**src/rtl/lswdt_pkg.sv**
```systemverilog
// constants, register map and field layout of the lock-and-service watchdog
// assumes one 10 MHz system clock; the low-frequency oscillator arrives as a tick enable
// Behaviour
// - a sixteen-bit down counter advanced by prescaled low-frequency oscillator ticks
// - prescaler divides the oscillator by 1, 16, 256 or 4096
// - counter runs while enabled, except during reset, shutdown and hibernate with halt set
// - reset or shutdown wake loads control 0x00E9, reload and count 0x1000
// - control write with enable set locks configuration until reset or shutdown wake
// - status bit 4 shows the configuration lock
// - once enabled count starts at reload value and decrements to zero
// - reaching zero raises reset, or interrupt when selected
// - service key 0xCCCC reloads the counter and restarts the period
// - any other service value triggers the timeout action at once while enabled
// - three busy bits show control, reload and service writes crossing over
// - count register reads a registered copy of the counter, one core clock behind
// - control bit 5 enables; clearing it stops and resets the counter
// - control bits 3:2 select divide 1, 16, 256 or 4096
// - control bit 1 picks interrupt instead of reset, active mode only
// - control bit 0 halts counting in hibernate when set
package lswdt_pkg;
  localparam int ADDR_W = 32;
  localparam int DATA_W = 16;
  localparam logic [ADDR_W-1:0] ADDR_RELOAD = 32'h40002580;
  localparam logic [ADDR_W-1:0] ADDR_COUNT = 32'h40002584;
  localparam logic [ADDR_W-1:0] ADDR_CONTROL = 32'h40002588;
  localparam logic [ADDR_W-1:0] ADDR_SERVICE = 32'h4000258C;
  localparam logic [ADDR_W-1:0] ADDR_STATUS = 32'h40002598;
  localparam logic [DATA_W-1:0] RST_CONTROL = 16'h00E9;
  localparam logic [DATA_W-1:0] RST_RELOAD = 16'h1000;
  localparam logic [DATA_W-1:0] STATUS_FIXED = 16'h0020;
  localparam logic [DATA_W-1:0] SERVICE_KEY = 16'hCCCC;
  localparam logic [DATA_W-1:0] CONTROL_MASK = 16'hFFEF;
  localparam int CTL_ENABLE = 5;
  localparam int CTL_PRE_HI = 3;
  localparam int CTL_PRE_LO = 2;
  localparam int CTL_IRQ = 1;
  localparam int CTL_HALT = 0;
  localparam int STA_LOCK = 4;
  localparam int STA_CON = 3;
  localparam int STA_LD = 2;
  localparam int STA_SVC = 1;
  localparam int STA_IRQ = 0;
  localparam int PRE_W = 12;
  // prescale terminal counts (divide minus one)
  localparam logic [PRE_W-1:0] PRE_DIV1 = 12'h000;
  localparam logic [PRE_W-1:0] PRE_DIV16 = 12'h00F;
  localparam logic [PRE_W-1:0] PRE_DIV256 = 12'h0FF;
  localparam logic [PRE_W-1:0] PRE_DIV4096 = 12'hFFF;
  typedef enum logic [2:0]
  {
    SYNC_IDLE = 3'b001,
    SYNC_WAIT = 3'b010,
    SYNC_DONE = 3'b100
  } lswdt_sync_t;
endpackage

```
**src/rtl/lswdt_top.sv**
```systemverilog
// lock-and-service watchdog: registers, lock, down counter and timeout action
// assumes oscTick pulses once per low-frequency oscillator period, synchronous to clk_sys
`timescale 1ns/100ps
module lswdt_top
  import lswdt_pkg::*;
(
  input wire logic clk_sys,
  input wire logic nrst,
  input wire logic oscTick,
  input wire logic shutdown,
  input wire logic wakeFromShutdown,
  input wire logic hibernate,
  input wire logic activeMode,
  input wire logic [lswdt_pkg::ADDR_W-1:0] regAddr,
  input wire logic [lswdt_pkg::DATA_W-1:0] regWdata,
  input wire logic regWrite,
  input wire logic regRead,
  output logic [lswdt_pkg::DATA_W-1:0] regRdata,
  output logic resetReq,
  output logic irqReq
);
  import lswdt_pkg::*;

  logic [DATA_W-1:0] control;
  logic [DATA_W-1:0] reloadValue;
  logic [DATA_W-1:0] counter;
  logic [DATA_W-1:0] countShadow;
  logic [DATA_W-1:0] next_rdata;
  logic locked;
  logic irqPending;
  logic wrControl;
  logic wrReload;
  logic wrService;
  logic keyGood;
  logic acceptCfg;
  logic conBusy;
  logic ldBusy;
  logic svcBusy;
  logic conLanded;
  logic ldLanded;
  logic svcLanded;
  logic svcGoodPend;
  logic prescTick;
  logic enabled;
  logic running;
  logic expire;
  logic badKey;
  logic reinit;
  logic enableRise;

  // =========================================
  // write decode
  assign reinit = wakeFromShutdown;
  assign wrControl = regWrite && (regAddr == ADDR_CONTROL);
  assign wrReload = regWrite && (regAddr == ADDR_RELOAD);
  assign wrService = regWrite && (regAddr == ADDR_SERVICE);
  assign keyGood = (regWdata == SERVICE_KEY);
  // locked configuration refuses control and reload writes
  assign acceptCfg = !locked;
  assign enabled = control[CTL_ENABLE];
  // stopped in shutdown, and in hibernate when the halt option is set
  assign running = enabled && !shutdown && !(hibernate && control[CTL_HALT]);
  assign enableRise = wrControl && acceptCfg && regWdata[CTL_ENABLE] && !enabled;

  // =========================================
  // crossing trackers, one per written register
  lswdt_sync u_conSync
  (
    .clk_sys(clk_sys),
    .nrst(nrst),
    .start(wrControl && acceptCfg),
    .oscTick(oscTick),
    .busy(conBusy),
    .landed(conLanded)
  );

  lswdt_sync u_ldSync
  (
    .clk_sys(clk_sys),
    .nrst(nrst),
    .start(wrReload && acceptCfg),
    .oscTick(oscTick),
    .busy(ldBusy),
    .landed(ldLanded)
  );

  lswdt_sync u_svcSync
  (
    .clk_sys(clk_sys),
    .nrst(nrst),
    .start(wrService),
    .oscTick(oscTick),
    .busy(svcBusy),
    .landed(svcLanded)
  );

  // =========================================
  // prescaler, restarted on enable and on a good service
  lswdt_prescaler u_presc
  (
    .clk_sys(clk_sys),
    .nrst(nrst),
    .clear(!running || (wrService && keyGood)),
    .oscTick(oscTick),
    .divSel(control[CTL_PRE_HI:CTL_PRE_LO]),
    .tick(prescTick)
  );

  // =========================================
  // control register and lock
  always_ff @(posedge clk_sys or negedge nrst)
  begin
    if (!nrst)
    begin
      control <= RST_CONTROL;
      locked <= 1'b0;
    end
    else if (reinit)
    begin
      control <= RST_CONTROL;
      locked <= 1'b0;
    end
    else if (wrControl && acceptCfg)
    begin
      control <= regWdata & CONTROL_MASK; // writing zero disables
      // only an explicit enable write locks, not the reset default
      locked <= regWdata[CTL_ENABLE];
    end
  end

  // =========================================
  // reload register
  always_ff @(posedge clk_sys or negedge nrst)
  begin
    if (!nrst)
    begin
      reloadValue <= RST_RELOAD;
    end
    else if (reinit)
    begin
      reloadValue <= RST_RELOAD;
    end
    else if (wrReload && acceptCfg)
    begin
      reloadValue <= regWdata;
    end
  end

  // =========================================
  // down counter; zero is the expiry point
  assign expire = running && prescTick && (counter == 16'h0001 || counter == 16'h0000);
  assign badKey = wrService && !keyGood && enabled;

  always_ff @(posedge clk_sys or negedge nrst)
  begin
    if (!nrst)
    begin
      counter <= RST_RELOAD;
    end
    else if (reinit)
    begin
      counter <= RST_RELOAD;
    end
    else if (!enabled)
    begin
      counter <= reloadValue; // stopped and reset while disabled
    end
    else if (enableRise || (wrService && keyGood))
    begin
      counter <= reloadValue;
    end
    else if (expire)
    begin
      counter <= reloadValue; // restart after a timeout, in reset or interrupt mode
    end
    else if (running && prescTick)
    begin
      counter <= counter - 16'h0001;
    end
  end

  // =========================================
  // timeout action: reset, or interrupt in active mode when selected
  always_ff @(posedge clk_sys or negedge nrst)
  begin
    if (!nrst)
    begin
      resetReq <= 1'b0;
      irqReq <= 1'b0;
    end
    else
    begin
      // interrupt only honoured in active mode, otherwise fall back to reset
      if ((expire || badKey) && (!control[CTL_IRQ] || !activeMode))
        resetReq <= 1'b1;
      else
        resetReq <= 1'b0;
      irqReq <= (expire || badKey) && control[CTL_IRQ] && activeMode;
    end
  end

  // =========================================
  // interrupt pending flag; a new timeout wins over a landing clear
  always_ff @(posedge clk_sys or negedge nrst)
  begin
    if (!nrst)
    begin
      irqPending <= 1'b0;
      svcGoodPend <= 1'b0;
    end
    else
    begin
      if (wrService)
        svcGoodPend <= keyGood;
      if ((expire || badKey) && control[CTL_IRQ] && activeMode)
        irqPending <= 1'b1;
      else if (svcLanded && svcGoodPend)
        irqPending <= 1'b0;
    end
  end

  // =========================================
  // count shadow registered into the readable domain
  always_ff @(posedge clk_sys or negedge nrst)
  begin
    if (!nrst)
      countShadow <= RST_RELOAD;
    else
      countShadow <= counter;
  end

  // =========================================
  // read mux; unmapped addresses read zero
  always_comb
  begin
    next_rdata = '0;
    case (regAddr)
      ADDR_RELOAD: next_rdata = reloadValue;
      ADDR_COUNT: next_rdata = countShadow;
      ADDR_CONTROL: next_rdata = control;
      ADDR_STATUS:
      begin
        next_rdata = STATUS_FIXED;
        next_rdata[STA_LOCK] = locked;
        next_rdata[STA_CON] = conBusy;
        next_rdata[STA_LD] = ldBusy;
        next_rdata[STA_SVC] = svcBusy;
        next_rdata[STA_IRQ] = irqPending;
      end
      default: next_rdata = '0;
    endcase
  end

  always_ff @(posedge clk_sys or negedge nrst)
  begin
    if (!nrst)
      regRdata <= '0;
    else if (regRead)
      regRdata <= next_rdata;
    else
      regRdata <= '0;
  end

  // landing pulses of control and reload only close their busy windows
  logic unusedLanded;
  assign unusedLanded = conLanded ^ ldLanded;
endmodule

```
**src/rtl/lswdt_prescaler.sv**
```systemverilog
// prescaler of the low-frequency oscillator tick
// assumes oscTick is a one-cycle enable pulse in the system clock domain
`timescale 1ns/100ps
module lswdt_prescaler
  import lswdt_pkg::*;
(
  input wire logic clk_sys,
  input wire logic nrst,
  input wire logic clear,
  input wire logic oscTick,
  input wire logic [1:0] divSel,
  output logic tick
);
  import lswdt_pkg::*;

  logic [PRE_W-1:0] preCount;
  logic [PRE_W-1:0] terminal;

  // =========================================
  // divide selection
  always_comb
  begin
    case (divSel)
      2'h0: terminal = PRE_DIV1;
      2'h1: terminal = PRE_DIV16;
      2'h2: terminal = PRE_DIV256;
      default: terminal = PRE_DIV4096;
    endcase
  end

  // =========================================
  // divider counter; clear realigns the period on enable or service
  always_ff @(posedge clk_sys or negedge nrst)
  begin
    if (!nrst)
    begin
      preCount <= '0;
      tick <= 1'b0;
    end
    else if (clear)
    begin
      preCount <= '0;
      tick <= 1'b0;
    end
    else
    begin
      tick <= 1'b0;
      if (oscTick)
      begin
        if (preCount >= terminal)
        begin
          preCount <= '0;
          tick <= 1'b1;
        end
        else
        begin
          preCount <= preCount + 12'h001;
        end
      end
    end
  end
endmodule

```
**src/rtl/lswdt_sync.sv**
```systemverilog
// write-crossing tracker: models a write taking two oscillator ticks to land
// assumes oscTick is a one-cycle enable; start is a one-cycle write pulse
`timescale 1ns/100ps
module lswdt_sync
  import lswdt_pkg::*;
(
  input wire logic clk_sys,
  input wire logic nrst,
  input wire logic start,
  input wire logic oscTick,
  output logic busy,
  output logic landed
);
  import lswdt_pkg::*;

  lswdt_sync_t state;
  logic [1:0] ticks;

  // =========================================
  // busy from write until two oscillator ticks pass
  always_ff @(posedge clk_sys or negedge nrst)
  begin
    if (!nrst)
    begin
      state <= SYNC_IDLE;
      ticks <= 2'h0;
      busy <= 1'b0;
      landed <= 1'b0;
    end
    else
    begin
      landed <= 1'b0;
      case (state)
        SYNC_IDLE:
        begin
          if (start)
          begin
            state <= SYNC_WAIT;
            ticks <= 2'h0;
            busy <= 1'b1;
          end
        end
        SYNC_WAIT:
        begin
          if (oscTick)
          begin
            if (ticks == 2'h1)
            begin
              state <= SYNC_DONE;
              landed <= 1'b1;
            end
            ticks <= ticks + 2'h1;
          end
        end
        SYNC_DONE:
        begin
          state <= SYNC_IDLE;
          busy <= 1'b0;
        end
        default:
        begin
          state <= SYNC_IDLE;
          busy <= 1'b0;
        end
      endcase
    end
  end
endmodule

```
**config.mk**
```make
export PLATFORM = sky130hd
export DESIGN_NAME = lswdt_top
export DESIGN_NICKNAME = d
export VERILOG_FILES = /design/src/rtl/lswdt_pkg.sv /design/src/rtl/lswdt_top.sv /design/src/rtl/lswdt_prescaler.sv /design/src/rtl/lswdt_sync.sv
export SDC_FILE = /design/constraint.sdc
export NUM_CORES = 1
export LEC_CHECK = 0
export ABC_AREA = 0
export ABC_CLOCK_PERIOD_IN_PS = 2700
export BUFFER_PORTS_ARGS = -buffer_cell sky130_fd_sc_hd__buf_4
export CORE_ASPECT_RATIO = 1.4
export CORE_MARGIN = 3
export CORE_UTILIZATION = 45
export CTS_CLUSTER_DIAMETER = 200
export DETAILED_ROUTE_END_ITERATION = 8
export GPL_ROUTABILITY_DRIVEN = 0
export PLACE_DENSITY = 0.67
export SLEW_MARGIN = 20
export SYNTH_ARGS = -nofsm -noshare
export SYNTH_HDL_FRONTEND = slang
export SYNTH_SLANG_ARGS = --single-unit
```
**constraint.sdc**
```tcl
create_clock -name clk_sys -period 2.7 [get_ports clk_sys]
set_clock_uncertainty 0.15 [all_clocks]
set_input_delay 0.135 -clock clk_sys [delete_from_list [all_inputs] [get_ports clk_sys]]
set_output_delay 0.135 -clock clk_sys [all_outputs]
set_load 0.02 [all_outputs]
```
* After elaboration in Yosys (flattened, before gate mapping) *
Cells that the tools add are included.

word-level totals
  bits in registers = 117
  input port bits = 57
  output and inout port bits = 18
  logic and storage cells = 162

operators by class
  $add $sub $neg = 5
  order comparisons = 1
  equality and inequality tests = 28
  muxes and demuxes = 53
  bitwise gates (word level) = 3
  reduce and logical (&&, ||, !) cells = 50

operators with widths
  kind                     number
  $eq A32 B31 Y1 const B   5
  $mux W16                 10
  $pmux W16 S4             1
  $mux W12                 3
  $pmux W12 S3             1
  $mux W3                  9
  $logic_and A1 B1 Y1      19
  $pmux W3 S2              3
  $reduce_and A3 Y1        6
  $eq A16 B1 Y1 const B    1
  $eq A16 B16 Y1 const B   1
  $logic_not A16 Y1        1
  $sub A16 B1 Y16 const B  1
  $mux W1                  14
  $reduce_bool A2 Y1       7
  $add A12 B1 Y12 const B  1
  $ge A12 B12 Y1           1
  $mux W2                  6
  $pmux W2 S2              3
  $ne A2 B1 Y1 const B     5
  $eq A3 B1 Y1 const B     3
  $eq A3 B2 Y1 const B     3
  $eq A2 B1 Y1 const B     4
  $logic_not A1 Y1         8
  other kinds (9)          24

* Depth between registers and ports, before layout *
  depth after elaboration = 9
  depth in mapped cells = 11
  depth with buffers taken out = 9

* Cells and area by module *
From an unflattened synthesis, not the netlist that was laid out.

unflattened totals
  cells, all modules = 574
  area total of the unflattened synthesis = 6,089.6 um^2

modules (own cells, without submodules)
  module           times used  cells each  area each (um^2)  seq. area each (um^2)
  lswdt_top        1           396         4,115.2           2,112.0
  lswdt_sync       3           30          351.6             176.4
  lswdt_prescaler  1           88          919.6             325.3

* Least setup slack after synthesis *
No wires, ideal clock.

  path type = register to register
  start = register control[3]
  end = register u_presc.preCount[3]
  arrival time = 2.375 ns
  required time = 2.468 ns
  setup slack = 0.093 ns
  cell stages (with the launch flop) = 11
  buffers on the path = 1
  period minus slack after synthesis = 2.607 ns
  path through = dfstp_2 or2_2 ha_1 nand2b_1 a21o_1 a21oi_1 o221ai_1 a221oi_1 clkbuf_1 nand4b_1 a31oi_1

on the way
  cells in the longest elaborated chain, start to end = 6
  elaborated cells between the ends (all ways) = 8
  classes of those cells = order compare: 1; eq/ne: 2; mux: 4; reduce/logical: 1

ends and longest elaborated chain
  item                                  RTL line               text
  from (decl)                           lswdt_top.sv:24        logic [DATA_W-1:0] control;
  from (signal assigned)                lswdt_top.sv:125       control <= regWdata & CONTROL_MASK;
  $eq A2 B2 Y1 (tied with other cells)  lswdt_prescaler.sv:23  case (divSel)
  $pmux W12 S3 (*)                      lswdt_prescaler.sv:23
  $ge A12 B12 Y1 (*)                    lswdt_prescaler.sv:50  if (preCount >= terminal)
  $mux W12 (*)                          lswdt_prescaler.sv:50
  $mux W12 (*)                          lswdt_prescaler.sv:48  if (oscTick)
  $mux W12 (*)                          lswdt_prescaler.sv:40  else if (clear)
  to (signal assigned)                  lswdt_prescaler.sv:57  preCount <= preCount + 12'h001;
  to (decl)                             lswdt_prescaler.sv:16  logic [PRE_W-1:0] preCount;

Mark *: on every way between the ends. The rest lies on a longest branch, timed or not. The select of a mux whose other input is x is not followed.
A chain may end at the register's enable or synchronous reset.

* Worst setup path after layout *
  start = register counter[8]
  end = register counter[6]

on the way
  cells in the longest elaborated chain, start to end = 7
  elaborated cells between the ends (all ways) = 9
  classes of those cells = eq/ne: 2; mux: 4; reduce/logical: 3

ends and longest elaborated chain
  item                                                RTL line          text
  from (decl)                                         lswdt_top.sv:26   logic [DATA_W-1:0] counter;
  from (signal assigned)                              lswdt_top.sv:166  counter <= reloadValue;
  from (signal assigned)                              lswdt_top.sv:170  counter <= reloadValue;
  from (signal assigned)                              lswdt_top.sv:174  counter <= reloadValue;
  $eq A16 B1 Y1 or $logic_not A16 Y1 (tied branches)  lswdt_top.sv:151  assign expire = running && prescTick && (counter == 16'h0001 || counter == 16'h0000);
  $logic_or A1 B1 Y1 (*)                              lswdt_top.sv:151
  $logic_and A1 B1 Y1 (*)                             lswdt_top.sv:151
  $mux W16                                            lswdt_top.sv:172  else if (expire)
  $mux W16                                            lswdt_top.sv:168  else if (enableRise || (wrService && keyGood))
  $mux W16                                            lswdt_top.sv:164  else if (!enabled)
  $mux W16                                            lswdt_top.sv:160  else if (reinit)

Mark *: on every way between the ends. The rest lies on a longest branch, timed or not.

==> run metrics <==
first-pass GRT wire length 25.69 mm; Tightest Hold Check Type input pin to flip-flop; Switch Pwr 918.2 uW; # rows 48; Syn Inst Count 578; share of layout cells above drive strength 1 25.63%; start point of the worst min-delay path shutdown; logic depth of the worst register-to-register path 8; Total GRT Usage 22.81%; flip-flop and latch count after synthesis 116; routing usage on met1 28.16%; crit path max fanout 8; Inserted Clock Buffers 17; pin count of the biggest net entering global routing 53; clock share of power 56.3%; required time at the endpoint of the critical path 2.84 ns; die span in y 140.0 um; met2 routing resource usage after global routing 38.52%; clock-pin transition on the worst setup and hold timing paths 0.06 ns; total buffers and inverters traversed by the critical path 1; RSZ-0062 raised after global routing no; cell types with the largest area share after synthesis sky130_fd_sc_hd__dfrtp_1 (46%), sky130_fd_sc_hd__nor2_1 (6.2%), sky130_fd_sc_hd__dfstp_2 (5.0%); Min-Delay Path Depth 4; horizontal die dimension 101.7 um; Final Critical Period 2.645 ns; worst vdd ir 0.0003946 V; count of final hold-check violations 0; Synthesis Warnings 0; worst-case clock buffer depth 2; remaining design rule violation count 0; number of max-slew violations in the final report 0; peak-usage layer in the global routing report met2; Critical Path Sink Type flip-flop; TritonCTS clock tree yes; crit path max-delay cell type sky130_fd_sc_hd__or4_4; cell area after layout 7639 um2; Achievable Freq 0.3781 GHz; transition time at the pin with the least slew margin 0.6113 ns; count of maximum capacitance violations 0; latest clock arrival within the worst-skew pair 0.41 ns; Placeable Area 12430 um2; cell area power density 591.7 nW/um2; most area-hungry cell type in the Yosys netlist sky130_fd_sc_hd__dfrtp_1; detailed-route vias per instance 5.775; static leakage 3.477 nW; Synthesized Nets 650; average footprint of a synthesized cell 9.988 um2; area growth from synthesis to layout 32.31%; placed cell area 6704 um2; longest individual stage delay on the worst path 0.53 ns; Post-synth ARST share 100.0%; part of the total power dissipated in sequential elements 38.9%; share of synthesized area occupied by flip-flops and latches 50.52%; instance count on the critical path 8; number of antenna violations at the first check in global routing 0; number of global-route vias before repair 5196; post-route ant nets 0; Cell Chain, Critical Path or4_4 > nor4b_4 > and4b_1 > buf_4 > nor2b_1 > o21ai_0 > o31ai_1 > a22o_1; root buf cell sky130_fd_sc_hd__clkbuf_16; category of the critical setup timing path flip-flop to flip-flop; number of antenna diodes 0; final layout net count 773; tightest slew margin relative to the limit 59.25%; critical path arrival 2.79 ns; status finished, final reports clean; M3 GR Usage 4.036%; Setup crit start counter[8]$_DFFE_PN0P_; Post-synth EDFFs 0; post-CTS setup buffer count 0; HPWL Detailed 10.90 mm; P_int 3.602 mW; most used standard cells in the synthesized netlist sky130_fd_sc_hd__dfrtp_1 (105), sky130_fd_sc_hd__nor2_1 (95), sky130_fd_sc_hd__nand2_1 (39); count leader, synth sky130_fd_sc_hd__dfrtp_1; Cell variety after synth 60; Ports 75; Vias 4990; delay-heaviest family, CP simple AND/OR/NAND/NOR gates; critical register-to-register path startpoint counter[8]$_DFFE_PN0P_; clock tree sinks 116; share of total power in combinational logic 4.8%; synthesized cell area 5773 um2; Post-Route Setup TNS 0 ns; startpoint type of the worst setup path flip-flop; area fraction of the dominant cell type after synthesis 45.51%; number of DRC violations after detailed-routing iteration 0 299; final setup violation count 0; Initial Util 46.44%; Final period util 97.96%; most used flip-flop cell after synthesis sky130_fd_sc_hd__dfrtp_1; Switching Share 20.31%; iteration count of the initial detailed-routing pass 5; final global-route overflow total 0; WL final 15.30 mm; die footprint 14240 um2; H-tree depth reported by CTS 4; average wire per cell in the routed design 17.71 um; port bufs 74
[tightest hold or removal path, stage by stage]
cell and delay, ns:
sky130_fd_sc_hd__buf_4 0.10, sky130_fd_sc_hd__nand3b_1 0.11, sky130_fd_sc_hd__or2_2 0.16, sky130_fd_sc_hd__a21oi_1 0.05
[cell families (layout without fill, tap and decap cells)]
kind of cell / Yosys count / in the layout / share of synthesized area (%)
AOI/OAI and AO/OA: 130 / 130 / 14.63
buffers and inverters: 42 / 178 / 3.446
DFF: 116 / 116 / 50.52
muxes: 32 / 32 / 5.657
adders and majority gates: 15 / 15 / 3.251
and+or+nand+nor: 238 / 238 / 21.74
xor gates and xnor gates: 5 / 5 / 0.7585
[worst paths after layout]
check,end,slack (ns)
max,counter[6]$_DFFE_PN0P_,0.06
min,u_presc.preCount[0]$_DFFE_PN0P_,0.04
max reg2reg,counter[6]$_DFFE_PN0P_,0.06
min reg2reg,countShadow[12]$_DFF_PN1_,0.27
max in group asynchronous,u_conSync.state[0]$_DFFE_PN1P_,1.46
min in group asynchronous,u_svcSync.ticks[1]$_DFFE_PN0P_,0.13
[power by group through the flow]
| stage | Sequential, mW | Combinational, mW | Clock [mW] |
|---|---|---|---|
| 4_1_cts | 1.76 | 0.217 | 2.57 |
| 3_5_place_dp | 1.79 | 0.192 | 0 |
| 2_1_floorplan | 1.79 | 0.0610 | 0 |
| 3_3_place_gp | 1.79 | 0.188 | 0 |
| 6_report | 1.76 | 0.218 | 2.54 |
| 5_1_grt | 1.76 | 0.241 | 2.67 |
[cell type report]
| cell class | count | area (um2) |
|---|---|---|
| inverters | 12 | 45.04 |
| repair buffers | 134 | 1110 |
| multi-input cells | 420 | 2708 |
| well taps | 150 | 187.7 |
| fillers | 1006 | 4793 |
| flip-flops and latches | 116 | 2917 |
| clock inverters | 14 | 232.7 |
| clock buffers | 18 | 439.2 |
[metrics by stage]
| step | setup slack, ns | hold slack [ns] | total power [mW] | utilization (%) | instances |
|---|---|---|---|---|---|
| floorplan | 0.09325 | -0.3106 | 1.846 | - | 578 |
| global placement | 0.09479 | 0.02710 | 1.976 | 53.93 | 810 |
| detailed placement | 0.08068 | 0.03640 | 1.981 | 53.93 | 810 |
| CTS | 0.02177 | 0.01915 | 4.550 | 61.02 | 863 |
| global route | 0.001278 | 0.06336 | 4.670 | 61.44 | 864 |
| finish | 0.05507 | 0.03508 | 4.520 | 61.44 | 864 |
[per-layer routing]
metal  share of wire (%)  vias up
met3                 4.9       32
met1                  40     2451
li1                    -     2344
met5                   0        -
met2                  52      163
met4                 2.8        0
[timing repair]
action	4_1_cts	5_1_grt
setup endpoints to repair	0	21
resized for setup	0	9
hold buffers	21	0
endpoints found under the hold margin	88	0
[placed cells by master, fill, tap and decap left out, drive strengths merged, types with 11 or more instances in the layout]
cell type / Yosys / routed
inv: 12 / 12
a21oi: 28 / 28
mux2i: 27 / 27
o21ai: 35 / 35
buf: 14 / 113
dfrtp: 105 / 105
nor3: 19 / 19
clkbuf: 16 / 18
nand2: 39 / 39
dlygate4sd3: 0 / 21
ha: 15 / 15
nand4: 12 / 12
dfstp: 11 / 11
a31oi: 15 / 15
nor2: 95 / 95
a22oi: 19 / 19
nand3: 12 / 12
[sequential cells by signal (all words and copies together) (netlist names), 2 cells and up]
| name | count |
|---|---|
| countShadow | 16 |
| counter | 16 |
| regRdata | 16 |
| reloadValue | 16 |
| control | 15 |
| u_presc.preCount | 12 |
| u_conSync.state | 3 |
| u_ldSync.state | 3 |
| u_svcSync.state | 3 |
| u_conSync.ticks | 2 |
| u_ldSync.ticks | 2 |
| u_svcSync.ticks | 2 |
Note: power is estimated with default switching activity, not from simulation.
